--- src/include/sfcd_regs.svh ---
// constants for the serial frame command decoder
`ifndef SFCD_REGS_SVH
`define SFCD_REGS_SVH

// command word layout
`define SFCD_CMD_W 32
`define SFCD_OP_HI 31
`define SFCD_OP_LO 27
`define SFCD_SUB_HI 26
`define SFCD_SUB_LO 25
`define SFCD_ADDR_HI 24
`define SFCD_ADDR_LO 16
`define SFCD_DATA_HI 15
`define SFCD_DATA_LO 0

// opcode prefixes
`define SFCD_OP_CLEAR 5'h18
`define SFCD_OP_READ_HALF 5'h19
`define SFCD_OP_WRITE 5'h1a
`define SFCD_OP_SET 5'h1b
`define SFCD_OP_READ_BYTE 5'h09

// write sub-codes
`define SFCD_SUB_BOTH 2'h0
`define SFCD_SUB_MS_BYTE 2'h1
`define SFCD_SUB_LS_BYTE 2'h2

// register map: 16 half-words, byte addresses 00h..1fh
`define SFCD_HW_COUNT 16
`define SFCD_IDX_W 4
`define SFCD_IDX_HI 4
`define SFCD_IDX_LO 1
`define SFCD_SPAN_HI 8
`define SFCD_SPAN_LO 5

// edge counter
`define SFCD_CNT_W 6
`define SFCD_CNT_ZERO 6'h00
`define SFCD_CNT_ONE 6'h01
`define SFCD_CNT_OPT 6'h20
`define SFCD_CNT_MAX 6'h3f

// reset values
`define SFCD_CMD_RST 32'h0000_0000
`define SFCD_HW_RST 16'h0000

`endif

--- src/include/sfcd_pkg.sv ---
// types shared by the serial frame command decoder
`include "sfcd_regs.svh"

package sfcd_pkg;

   // frame sequencer states
   typedef enum logic [2:0] {
      ST_ACQ   = 3'h1,
      ST_FRAME = 3'h2,
      ST_CONV  = 3'h4
   } sfcd_st_t;

   // read request pending for the next frame
   typedef enum logic [1:0] {
      RD_NONE = 2'h0,
      RD_HALF = 2'h1,
      RD_BYTE = 2'h2
   } sfcd_rd_t;

   // synchronised pin levels
   typedef struct packed {
      logic cs;
      logic sclk;
      logic sdi;
   } sfcd_pins_t;

   // complete module state
   typedef struct packed {
      sfcd_st_t st;
      logic rdy;
      logic drv;
      logic conv_start;
      logic cs_q;
      logic sclk_q;
      logic [`SFCD_CNT_W-1:0] cnt;
      logic [`SFCD_CMD_W-1:0] isr;
      logic [`SFCD_CMD_W-1:0] output_shift_register;
      logic [`SFCD_CMD_W-1:0] cmd;
      sfcd_rd_t rd_pend;
      logic [`SFCD_CMD_W-1:0] rd_word;
      logic [`SFCD_HW_COUNT-1:0][15:0] regs;
   } sfcd_state_t;

endpackage : sfcd_pkg

--- src/hdl/sfcd_frame_decoder.sv ---
// serial frame handler and 32-bit command decoder
//
// Function
// - frame opens on select fall, closes on next rise, which starts conversion
// - select fall drives ready strobe low
// - select fall clears the capture edge counter
// - frame open drives output lane and loads 32-bit output word
// - frame open clears the command register to zero, a no-op
// - each capture edge counts and shifts input bit into LSB
// - each launch edge presents next output MSB on the lane
// - select rise releases the output lane
// - select rise hands input word to decoding; writes act then
// - ready stays low during conversion, rises when conversion finishes
// - exactly 32 capture edges makes an optimal, valid command frame
// - fewer than 32 edges means no write; shifted output stays valid
// - long frames unlimited; last 32 bits before closing are decoded
// - 9-bit address is zero plus byte address; half-word ignores LSB
// - all-zero word and undefined opcodes do nothing
// - prefix 11000 clears register bits where data bit is one
// - prefix 11011 sets register bits where data bit is one
// - prefix 11001 with zero data returns 16 register bits next frame
// - prefix 01001 with zero data returns eight register bits next frame
// - prefix 11010 sub-code 00 writes both bytes of half-word
// - sub-code 01 writes MS byte only, 10 writes LS byte only
// - after reset, capture on rising clock edge with clock idle low
// - without read or fixed pattern, output word holds conversion result
`timescale 1ns/1ns
`include "sfcd_regs.svh"

module sfcd_frame_decoder (
   // clock and reset
   input wire logic core_clk_i,
   input wire logic resetn_i,
   // serial pins from the host
   input wire logic conversion_start_select_i,
   input wire logic sclk_i,
   input wire logic sdi_i,
   // serial output lane, enable active low
   output logic serial_output_lanes_o,
   output logic serial_output_lanes_oe_n_o,
   output logic ready_strobe_o,
   // converter core
   output logic conv_start_o,
   input wire logic conv_done_i,
   input wire logic [15:0] conv_result_i,
   // fixed output pattern option
   input wire logic fixed_pattern_en_i,
   input wire logic [`SFCD_CMD_W-1:0] fixed_pattern_i,
   // decoded command and register map
   output logic [`SFCD_CMD_W-1:0] cmd_word_o,
   output logic [`SFCD_HW_COUNT*16-1:0] reg_map_o
);

   // reset image of the whole state
   localparam sfcd_pkg::sfcd_state_t S_RST = '{
      st: sfcd_pkg::ST_ACQ,
      rdy: 1'b1,
      drv: 1'b0,
      conv_start: 1'b0,
      cs_q: 1'b0, // same level as the synchroniser's reset, so no false select edge
      sclk_q: 1'b0,
      cnt: `SFCD_CNT_ZERO,
      isr: `SFCD_CMD_RST,
      output_shift_register: `SFCD_CMD_RST,
      cmd: `SFCD_CMD_RST,
      rd_pend: sfcd_pkg::RD_NONE,
      rd_word: `SFCD_CMD_RST,
      regs: '0
   };

   sfcd_pkg::sfcd_state_t s_r;
   sfcd_pkg::sfcd_state_t s_nxt;
   sfcd_pkg::sfcd_pins_t pins_raw;
   sfcd_pkg::sfcd_pins_t pins;

   // pins come from the host's domain, so two flops before any use
   assign pins_raw = '{
      cs: conversion_start_select_i,
      sclk: sclk_i,
      sdi: sdi_i
   };

   sfcd_sync #(
      .W(3)
   ) u_sync (
      .core_clk_i(core_clk_i),
      .resetn_i(resetn_i),
      .async_i(pins_raw),
      .sync_o(pins)
   );

   // edges of the synchronised pins
   logic cs_fall;
   logic cs_rise;
   logic cap_edge;
   logic launch_edge;

   // fixed mode: clock idles low, capture rising, launch falling
   assign cs_fall = s_r.cs_q & ~pins.cs;
   assign cs_rise = ~s_r.cs_q & pins.cs;
   assign cap_edge = ~s_r.sclk_q & pins.sclk;
   assign launch_edge = s_r.sclk_q & ~pins.sclk;

   // output word for the frame about to open
   function automatic logic [`SFCD_CMD_W-1:0] pick_word(
      input logic fixed_en,
      input logic [`SFCD_CMD_W-1:0] fixed_word,
      input sfcd_pkg::sfcd_rd_t pend,
      input logic [`SFCD_CMD_W-1:0] rd_word,
      input logic [15:0] result
   );
      logic [`SFCD_CMD_W-1:0] w;
      // result left-aligned, zeros behind it
      w = {result, 16'h0000};
      // the fixed pattern outranks a pending read
      if (fixed_en) begin
         w = fixed_word;
      end else if (pend != sfcd_pkg::RD_NONE) begin
         w = rd_word;
      end
      return w;
   endfunction : pick_word

   // command field views of the received word
   logic [4:0] op;
   logic [1:0] sub;
   logic [8:0] addr;
   logic [15:0] data;
   logic [`SFCD_IDX_W-1:0] idx;
   logic in_map;
   logic [15:0] hw;

   // views taken straight off the input shifter
   assign op = s_r.isr[`SFCD_OP_HI:`SFCD_OP_LO];
   assign sub = s_r.isr[`SFCD_SUB_HI:`SFCD_SUB_LO];
   assign addr = s_r.isr[`SFCD_ADDR_HI:`SFCD_ADDR_LO];
   assign data = s_r.isr[`SFCD_DATA_HI:`SFCD_DATA_LO];
   // half-word index drops the address LSB
   assign idx = addr[`SFCD_IDX_HI:`SFCD_IDX_LO];
   // address bits 8 to 5 must be zero; higher bytes are outside the map
   assign in_map = (addr[`SFCD_SPAN_HI:`SFCD_SPAN_LO] == 4'h0);
   // current contents of the addressed half-word
   assign hw = s_r.regs[idx];

   // optimal or long frame: the shifter holds a whole command
   logic full_frame;
   assign full_frame = (s_r.cnt >= `SFCD_CNT_OPT);

   // next-state logic for the frame sequencer and decoder
   always_comb begin
      s_nxt = s_r;
      // start strobe lasts a single cycle
      s_nxt.conv_start = 1'b0;
      // pin history for the edge detectors
      s_nxt.cs_q = pins.cs;
      s_nxt.sclk_q = pins.sclk;

      case (s_r.st)
         sfcd_pkg::ST_ACQ: begin
            // sclk edges before the frame opens are ignored
            // frame opens on select fall
            if (cs_fall) begin
               s_nxt.st = sfcd_pkg::ST_FRAME;
               s_nxt.rdy = 1'b0;
               s_nxt.cnt = `SFCD_CNT_ZERO;
               // take the lane, load output word
               s_nxt.drv = 1'b1;
               // conversion result unless read or pattern
               s_nxt.output_shift_register = pick_word(fixed_pattern_en_i, fixed_pattern_i,
                                     s_r.rd_pend, s_r.rd_word, conv_result_i);
               // a latched read serves this one frame only
               s_nxt.rd_pend = sfcd_pkg::RD_NONE;
               s_nxt.cmd = `SFCD_CMD_RST;
            end
         end

         sfcd_pkg::ST_FRAME: begin
            // frame closes on select rise, conversion begins
            if (cs_rise) begin
               s_nxt.st = sfcd_pkg::ST_CONV;
               s_nxt.conv_start = 1'b1;
               s_nxt.rdy = 1'b0;
               s_nxt.drv = 1'b0;
               // optimal frame gives a valid word
               // short frame: no write, no read latch
               // long frame: last 32 bits stand in the shifter
               if (full_frame) begin
                  // word handed to decoding on the closing edge
                  s_nxt.cmd = s_r.isr;
                  // unknown opcodes fall through as no-op
                  // effects only for optimal or long frames
                  // addresses past the map are dropped, never wrapped
                  if (in_map) begin
                     case (op)
                        // clear where data bit is one
                        `SFCD_OP_CLEAR: begin
                           s_nxt.regs[idx] = hw & ~data;
                        end
                        // set where data bit is one
                        `SFCD_OP_SET: begin
                           s_nxt.regs[idx] = hw | data;
                        end
                        `SFCD_OP_WRITE: begin
                           case (sub)
                              `SFCD_SUB_BOTH: begin
                                 s_nxt.regs[idx] = data;
                              end
                              `SFCD_SUB_MS_BYTE: begin
                                 s_nxt.regs[idx] = {data[15:8], hw[7:0]};
                              end
                              `SFCD_SUB_LS_BYTE: begin
                                 s_nxt.regs[idx] = {hw[15:8], data[7:0]};
                              end
                              default: begin
                                 // sub-code 11 is undefined: no change
                                 s_nxt.regs[idx] = hw;
                              end
                           endcase
                        end
                        // half-word read latched for next frame
                        `SFCD_OP_READ_HALF: begin
                           if (data == 16'h0000) begin
                              s_nxt.rd_pend = sfcd_pkg::RD_HALF;
                              s_nxt.rd_word = {hw, 16'h0000};
                           end
                        end
                        // byte read keeps the exact byte address
                        `SFCD_OP_READ_BYTE: begin
                           if (data == 16'h0000) begin
                              s_nxt.rd_pend = sfcd_pkg::RD_BYTE;
                              s_nxt.rd_word = addr[0] ? {hw[15:8], 24'h00_0000}
                                                      : {hw[7:0], 24'h00_0000};
                           end
                        end
                        default: begin
                           // no-op opcodes leave the map alone
                           s_nxt.regs[idx] = hw;
                        end
                     endcase
                  end
               end
            end else begin
               // capture edge: count and shift in
               if (cap_edge) begin
                  // saturate so a very long frame still counts as long
                  if (s_r.cnt != `SFCD_CNT_MAX) begin
                     s_nxt.cnt = s_r.cnt + `SFCD_CNT_ONE;
                  end
                  // only the newest 32 bits survive
                  s_nxt.isr = {s_r.isr[`SFCD_CMD_W-2:0], pins.sdi};
               end
               // launch edge: next bit to the lane MSB first
               if (launch_edge) begin
                  // zeros fill behind, so extra launch edges show zeros
                  s_nxt.output_shift_register = {s_r.output_shift_register[`SFCD_CMD_W-2:0], 1'b0};
               end
            end
         end

         sfcd_pkg::ST_CONV: begin
            // select changes are ignored until the converter is done
            // ready rises when conversion finishes
            if (conv_done_i) begin
               s_nxt.st = sfcd_pkg::ST_ACQ;
               s_nxt.rdy = 1'b1;
            end
         end

         default: begin
            // a broken state code falls back to the reset image
            s_nxt = S_RST;
         end
      endcase
   end

   // single state register
   always_ff @(posedge core_clk_i or negedge resetn_i) begin
      if (!resetn_i) begin
         s_r <= S_RST;
      end else begin
         s_r <= s_nxt;
      end
   end

   // outputs straight from state flops
   assign serial_output_lanes_o = s_r.output_shift_register[`SFCD_CMD_W-1];
   assign serial_output_lanes_oe_n_o = ~s_r.drv; // low while driving
   assign ready_strobe_o = s_r.rdy;
   assign conv_start_o = s_r.conv_start;

   // command and map move only at frame open or close
   assign cmd_word_o = s_r.cmd;
   assign reg_map_o = s_r.regs;

endmodule : sfcd_frame_decoder

--- src/hdl/sfcd_sync.sv ---
// two-flop synchroniser for the serial pins
`timescale 1ns/1ns

module sfcd_sync #(
   parameter int W = 3
) (
   // clock and reset
   input wire logic core_clk_i,
   input wire logic resetn_i,
   // asynchronous levels in, synchronised levels out
   input wire logic [W-1:0] async_i,
   output logic [W-1:0] sync_o
);

   logic [W-1:0] meta_r;
   logic [W-1:0] sync_r;

   // one pair of flops per bit; the first stage feeds only the second
   for (genvar b = 0; b < W; b++) begin : g_bit
      always_ff @(posedge core_clk_i or negedge resetn_i) begin
         if (!resetn_i) begin
            meta_r[b] <= 1'b0;
            sync_r[b] <= 1'b0;
         end else begin
            meta_r[b] <= async_i[b];
            sync_r[b] <= meta_r[b];
         end
      end
   end

   assign sync_o = sync_r;

endmodule : sfcd_sync

--- config.mk ---
export PLATFORM = sky130hd
export DESIGN_NAME = sfcd_frame_decoder
export DESIGN_NICKNAME = d
export VERILOG_FILES = /design/src/include/sfcd_pkg.sv /design/src/hdl/sfcd_frame_decoder.sv /design/src/hdl/sfcd_sync.sv
export VERILOG_INCLUDE_DIRS = /design/src /design/src/include
export SDC_FILE = /design/constraint.sdc
export NUM_CORES = 2
export LEC_CHECK = 0
export BUFFER_PORTS_ARGS = -buffer_cell sky130_fd_sc_hd__clkbuf_2
export CAP_MARGIN = 30
export CELL_PAD_IN_SITES_DETAIL_PLACEMENT = 1
export CELL_PAD_IN_SITES_GLOBAL_PLACEMENT = 2
export CORE_MARGIN = 2
export CORE_UTILIZATION = 36
export DETAILED_ROUTE_END_ITERATION = 8
export HOLD_SLACK_MARGIN = 0.15
export PLACE_DENSITY_LB_ADDON = 0.1
export SETUP_SLACK_MARGIN = 0.3
export SLEW_MARGIN = 30
export SYNTH_ARGS = -nofsm -noshare
export SYNTH_HDL_FRONTEND = slang
export SYNTH_SLANG_ARGS = --single-unit
--- constraint.sdc ---
create_clock -name core_clk_i -period 3 [get_ports core_clk_i]
set_input_delay 0 -clock core_clk_i [delete_from_list [all_inputs] [get_ports core_clk_i]]
set_output_delay 0 -clock core_clk_i [all_outputs]
set_load 0.01 [all_outputs]
==> flow_summary.yaml <==
yosys:
  synth_area_sq_um: 21130
  synth-main-ff-cell: "dfrtp_1"
  synth_compound_gate_area_share: 0.1876
  yosys-top-cells-area: "dfrtp_1, buf_4, o21ai_0"
  yosys.area.top_type: "dfrtp_1"
  synth_xor_area_frac: 0.0004145
  synth.distinct_cells: 84
  syn_area_per_cell_sq_um: 10.24
  yosysSeqAreaShare: 0.4608
  async_flop_share: 1.000
  synth-adder-area-share: 0.001184
  synth_top_cell_area_share: 0.4596
  synth_edf_count: 0
  synth_simple_gate_area_frac: 0.1051
  syn-num-nets: 2120
  synthMuxAreaShare: 0.1018
  syn_inst: 2063
  synth_top_family_by_area: "compound AO/OA/AOI/OAI gates"
  synth_warnings: 0
  synth_seq_cells: 389
timing:
  fin_skew_ps: 19.04
  slew_headroom: 0.4074
  grt_setup_unrepaired: "yes"
  min_period_over_period: 0.8927
  maxSlewViolCount: 0
  fmax_ghz: 0.3734
  fin_tns_setup_ps: 0
  finalSetupViolations: 0
  finalHoldViolCount: 0
  fin_crit_ps: 2678
  tightestPinTransition_ps: 882.1
layout:
  seqCellArea_sq_um: 9743
  drive_gt1_frac: 0.3150
  n_fill_cell: 6472
  finalNetCount: 2293
  multi_input_area_sq_um: 8471
  final_area_sq_um: 24640
  antenna_cells: 0
  synthToLayoutAreaGrowth_pct: 16.64
routing:
  wirelength_mm: 87.33
  routed_via_density: 5.733
  wl_per_cell_um: 28.75
  first_pass_iters: 5
  vias: 17420
  drc: 0
  first_iter_violations: 1308
  ant_nets: 0
flow_run:
  drv_cap: 0
die:
  core_sq_um: 57810
  die_w_um: 246.3
  die_h_um: 246.3
  num_rows: 88
  die_area_sq_um: 60640
  ios: 347
  start_util: 0.3655
placed_design:
  dpl.hpwl_mm: 64.13
  io_buffers: 346
  postPlaceCellArea_sq_um: 22330
  place_congestion: 0.9386
setup_path:
  critical_path.startpoint_type: "flip-flop"
  cp.depth: 5
  required_ps: 3470
  worstPathArrival_ps: 3150
  reg2reg_to: "s_r[280]"
  cp-startpoint: "data[7]"
  reg2reg_setup_slack_ps: 320
  crit_type: "reg -> reg"
  path_cells: "nor4_1 -> nand4_1 -> or2_2 -> or4_1 -> o211ai_1"
  path_buf_inv: 0
  path_max_fanout: 6
  slowest_stage: "or4_1"
  slowest_delay_ps: 630
  end_kind: "flip-flop"
  reg2reg_depth: 5
  timing.critical_path.to: "s_r[280]"
  cp_top_family: "simple AND/OR/NAND/NOR gates"
  r2r-start: "data[7]"
power:
  p_int_mw: 9.642
  power_density_nw_per_um2: 583.3
  p_switching_mw: 4.732
  combPwrFrac: 0.213
  swShare: 0.3292
  p_clk_frac: 0.396
  ir_drop_v: 0.0004096
  leakage_nw: 11.46
  finalPower_mw: 14.37
  pwr-share-seq: 0.391
grt:
  grt_max_degree: 62
  grt.total_usage: 0.2865
  grt-ovfl-total: 0
  antenna_found_initial: 1
  grt_pass1_wl_mm: 127.4
  grt_pass1_vias: 17960
clock_network:
  cts.sink_count: 389
  clockBufferDepth: 3
  cts_root_buffer: "clkbuf_16"
  worstSkewPairLatency_ps: 590
  cts_tree: "yes"
  cts_max_level: 2
  cts_buffers: 45
  clkTransAtPathRegs_ps: 60
status:
  status: "completed"
hold_path:
  hold_class: "in -> reg"
==> layout by cell type, fill, tap and decap left out, drive strengths merged, types with 5 or more instances in the layout <==
master and instances:
a211o 6, a211oi 10, a21boi 7, a21o 8, a21oi 40, a22o 51, a22oi 40, a2bb2oi 5
a31o 27, a31oi 7, a32o 6, and2 9, buf 157, clkbuf 414, clkinv 13, dfrtp 388
dlygate4sd3 57, inv 39, mux2 18, mux2i 33, mux4 68, nand2 271, nand2b 10, nand3 43
nor2 80, nor2b 9, nor3 16, nor4 10, o211ai 13, o21a 8, o21ai 260, o221ai 6
o22a 5, o2bb2ai 37, o31ai 19, or3 7, or4 7
==> per-stage QoR <==
step	hold WS [ps]	utilization	setup slack (ps)	std cells
global placement	57.55	0.3863	34.40	2885
CTS	180.2	0.4247	272.0	3034
finish	229.0	0.4263	322.0	3038
global route	229.7	0.4263	268.2	3038
detailed placement	53.86	0.3863	40.05	2885
floorplan	-295.6	-	585.5	2063
==> cell families after synthesis <==
| kind of cell | count (synthesis) |
|---|---|
| fa+ha+maj | 2 |
| compound gates | 587 |
| buf+inv | 472 |
| simple gates | 493 |
| xor+xnor | 1 |
| mux | 119 |
| flops | 389 |
==> worst register-to-register path: stages, from the launching register on <==
cell and delay, ps:
dfrtp_1 560, nor4_1 360, nand4_1 290, or2_2 410, or4_1 630, o211ai_1 310
==> how the worst min path moves through the flow <==
stage / startpoint / depth (start not counted) / end
floorplan: resetn_i / 0 / addr[0]
global placement: resetn_i / 1 / s_r[332]
detailed placement: resetn_i / 1 / s_r[333]
CTS: fixed_pattern_i[0] / 4 / s_r[322]
global route: fixed_pattern_i[0] / 4 / s_r[322]
finish: fixed_pattern_i[0] / 4 / s_r[322]
==> area by class of cell <==
cell class,count,area share
Clock inverter,15,0.005382
Inverter,39,0.005940
Clock buffer,69,0.05636
Timing Repair Buffer,559,0.1544
Tap cell,765,0.03884
Multi-Input combinational cell,1202,0.3437
Sequential cell,389,0.3954
==> synthesized netlist by cell type (all sizes together), types with 8 or more instances <==
cell type / number
nor3: 16
buf: 340
dfrtp: 388
o31ai: 19
mux2i: 33
o21ai: 260
mux4: 68
o21a: 8
mux2: 18
nor2: 80
inv: 38
a22oi: 40
and2: 9
nand3: 43
a211oi: 10
o211ai: 13
nand2: 271
a21o: 8
nand2b: 10
nor4: 10
a21oi: 40
clkbuf: 93
nor2b: 9
o2bb2ai: 37
a31o: 27
a22o: 51
==> sequential cells by signal, summed over array words and instances, names as in the netlist <==
register               cells
cmd_word_o                32
op                         5
u_sync.sync_o              3
conv_start_o               1
reg_map_o                256
addr                       9
u_sync.meta_r              3
s_r                       63
data                      16
serial_output_lanes_o      1
==> power by group through the flow <==
stage,logic [mW],registers (mW),clock network [mW]
global route,3.30,5.65,5.98
finish,3.06,5.62,5.69
detailed placement,2.93,5.72,0
floorplan,1.52,5.68,0
global placement,2.91,5.70,0
CTS,3.01,5.62,5.79
==> per-layer routing <==
layer | up-vias | global-route usage | routed length, um
met1 | 9159 | 0.3923 | 37750
li1 | 7498 | - | -
met2 | 626 | 0.4670 | 41760
met3 | 134 | 0.03900 | 4938
met4 | 0 | 0.09656 | 2883
met5 | - | 0 | 0
==> repair_timing <==
action / 4_1_cts / 5_1_grt
hold buffers: 58 / 0
resized for setup: 4 / 11
cloned: 0 / 0
setup buffers: 7 / 3
endpoints found under the hold margin: 426 / 0
pin swaps: 1 / 0
endpoints found under the setup margin: 194 / 83
Note: power is estimated with default switching activity, not from simulation.
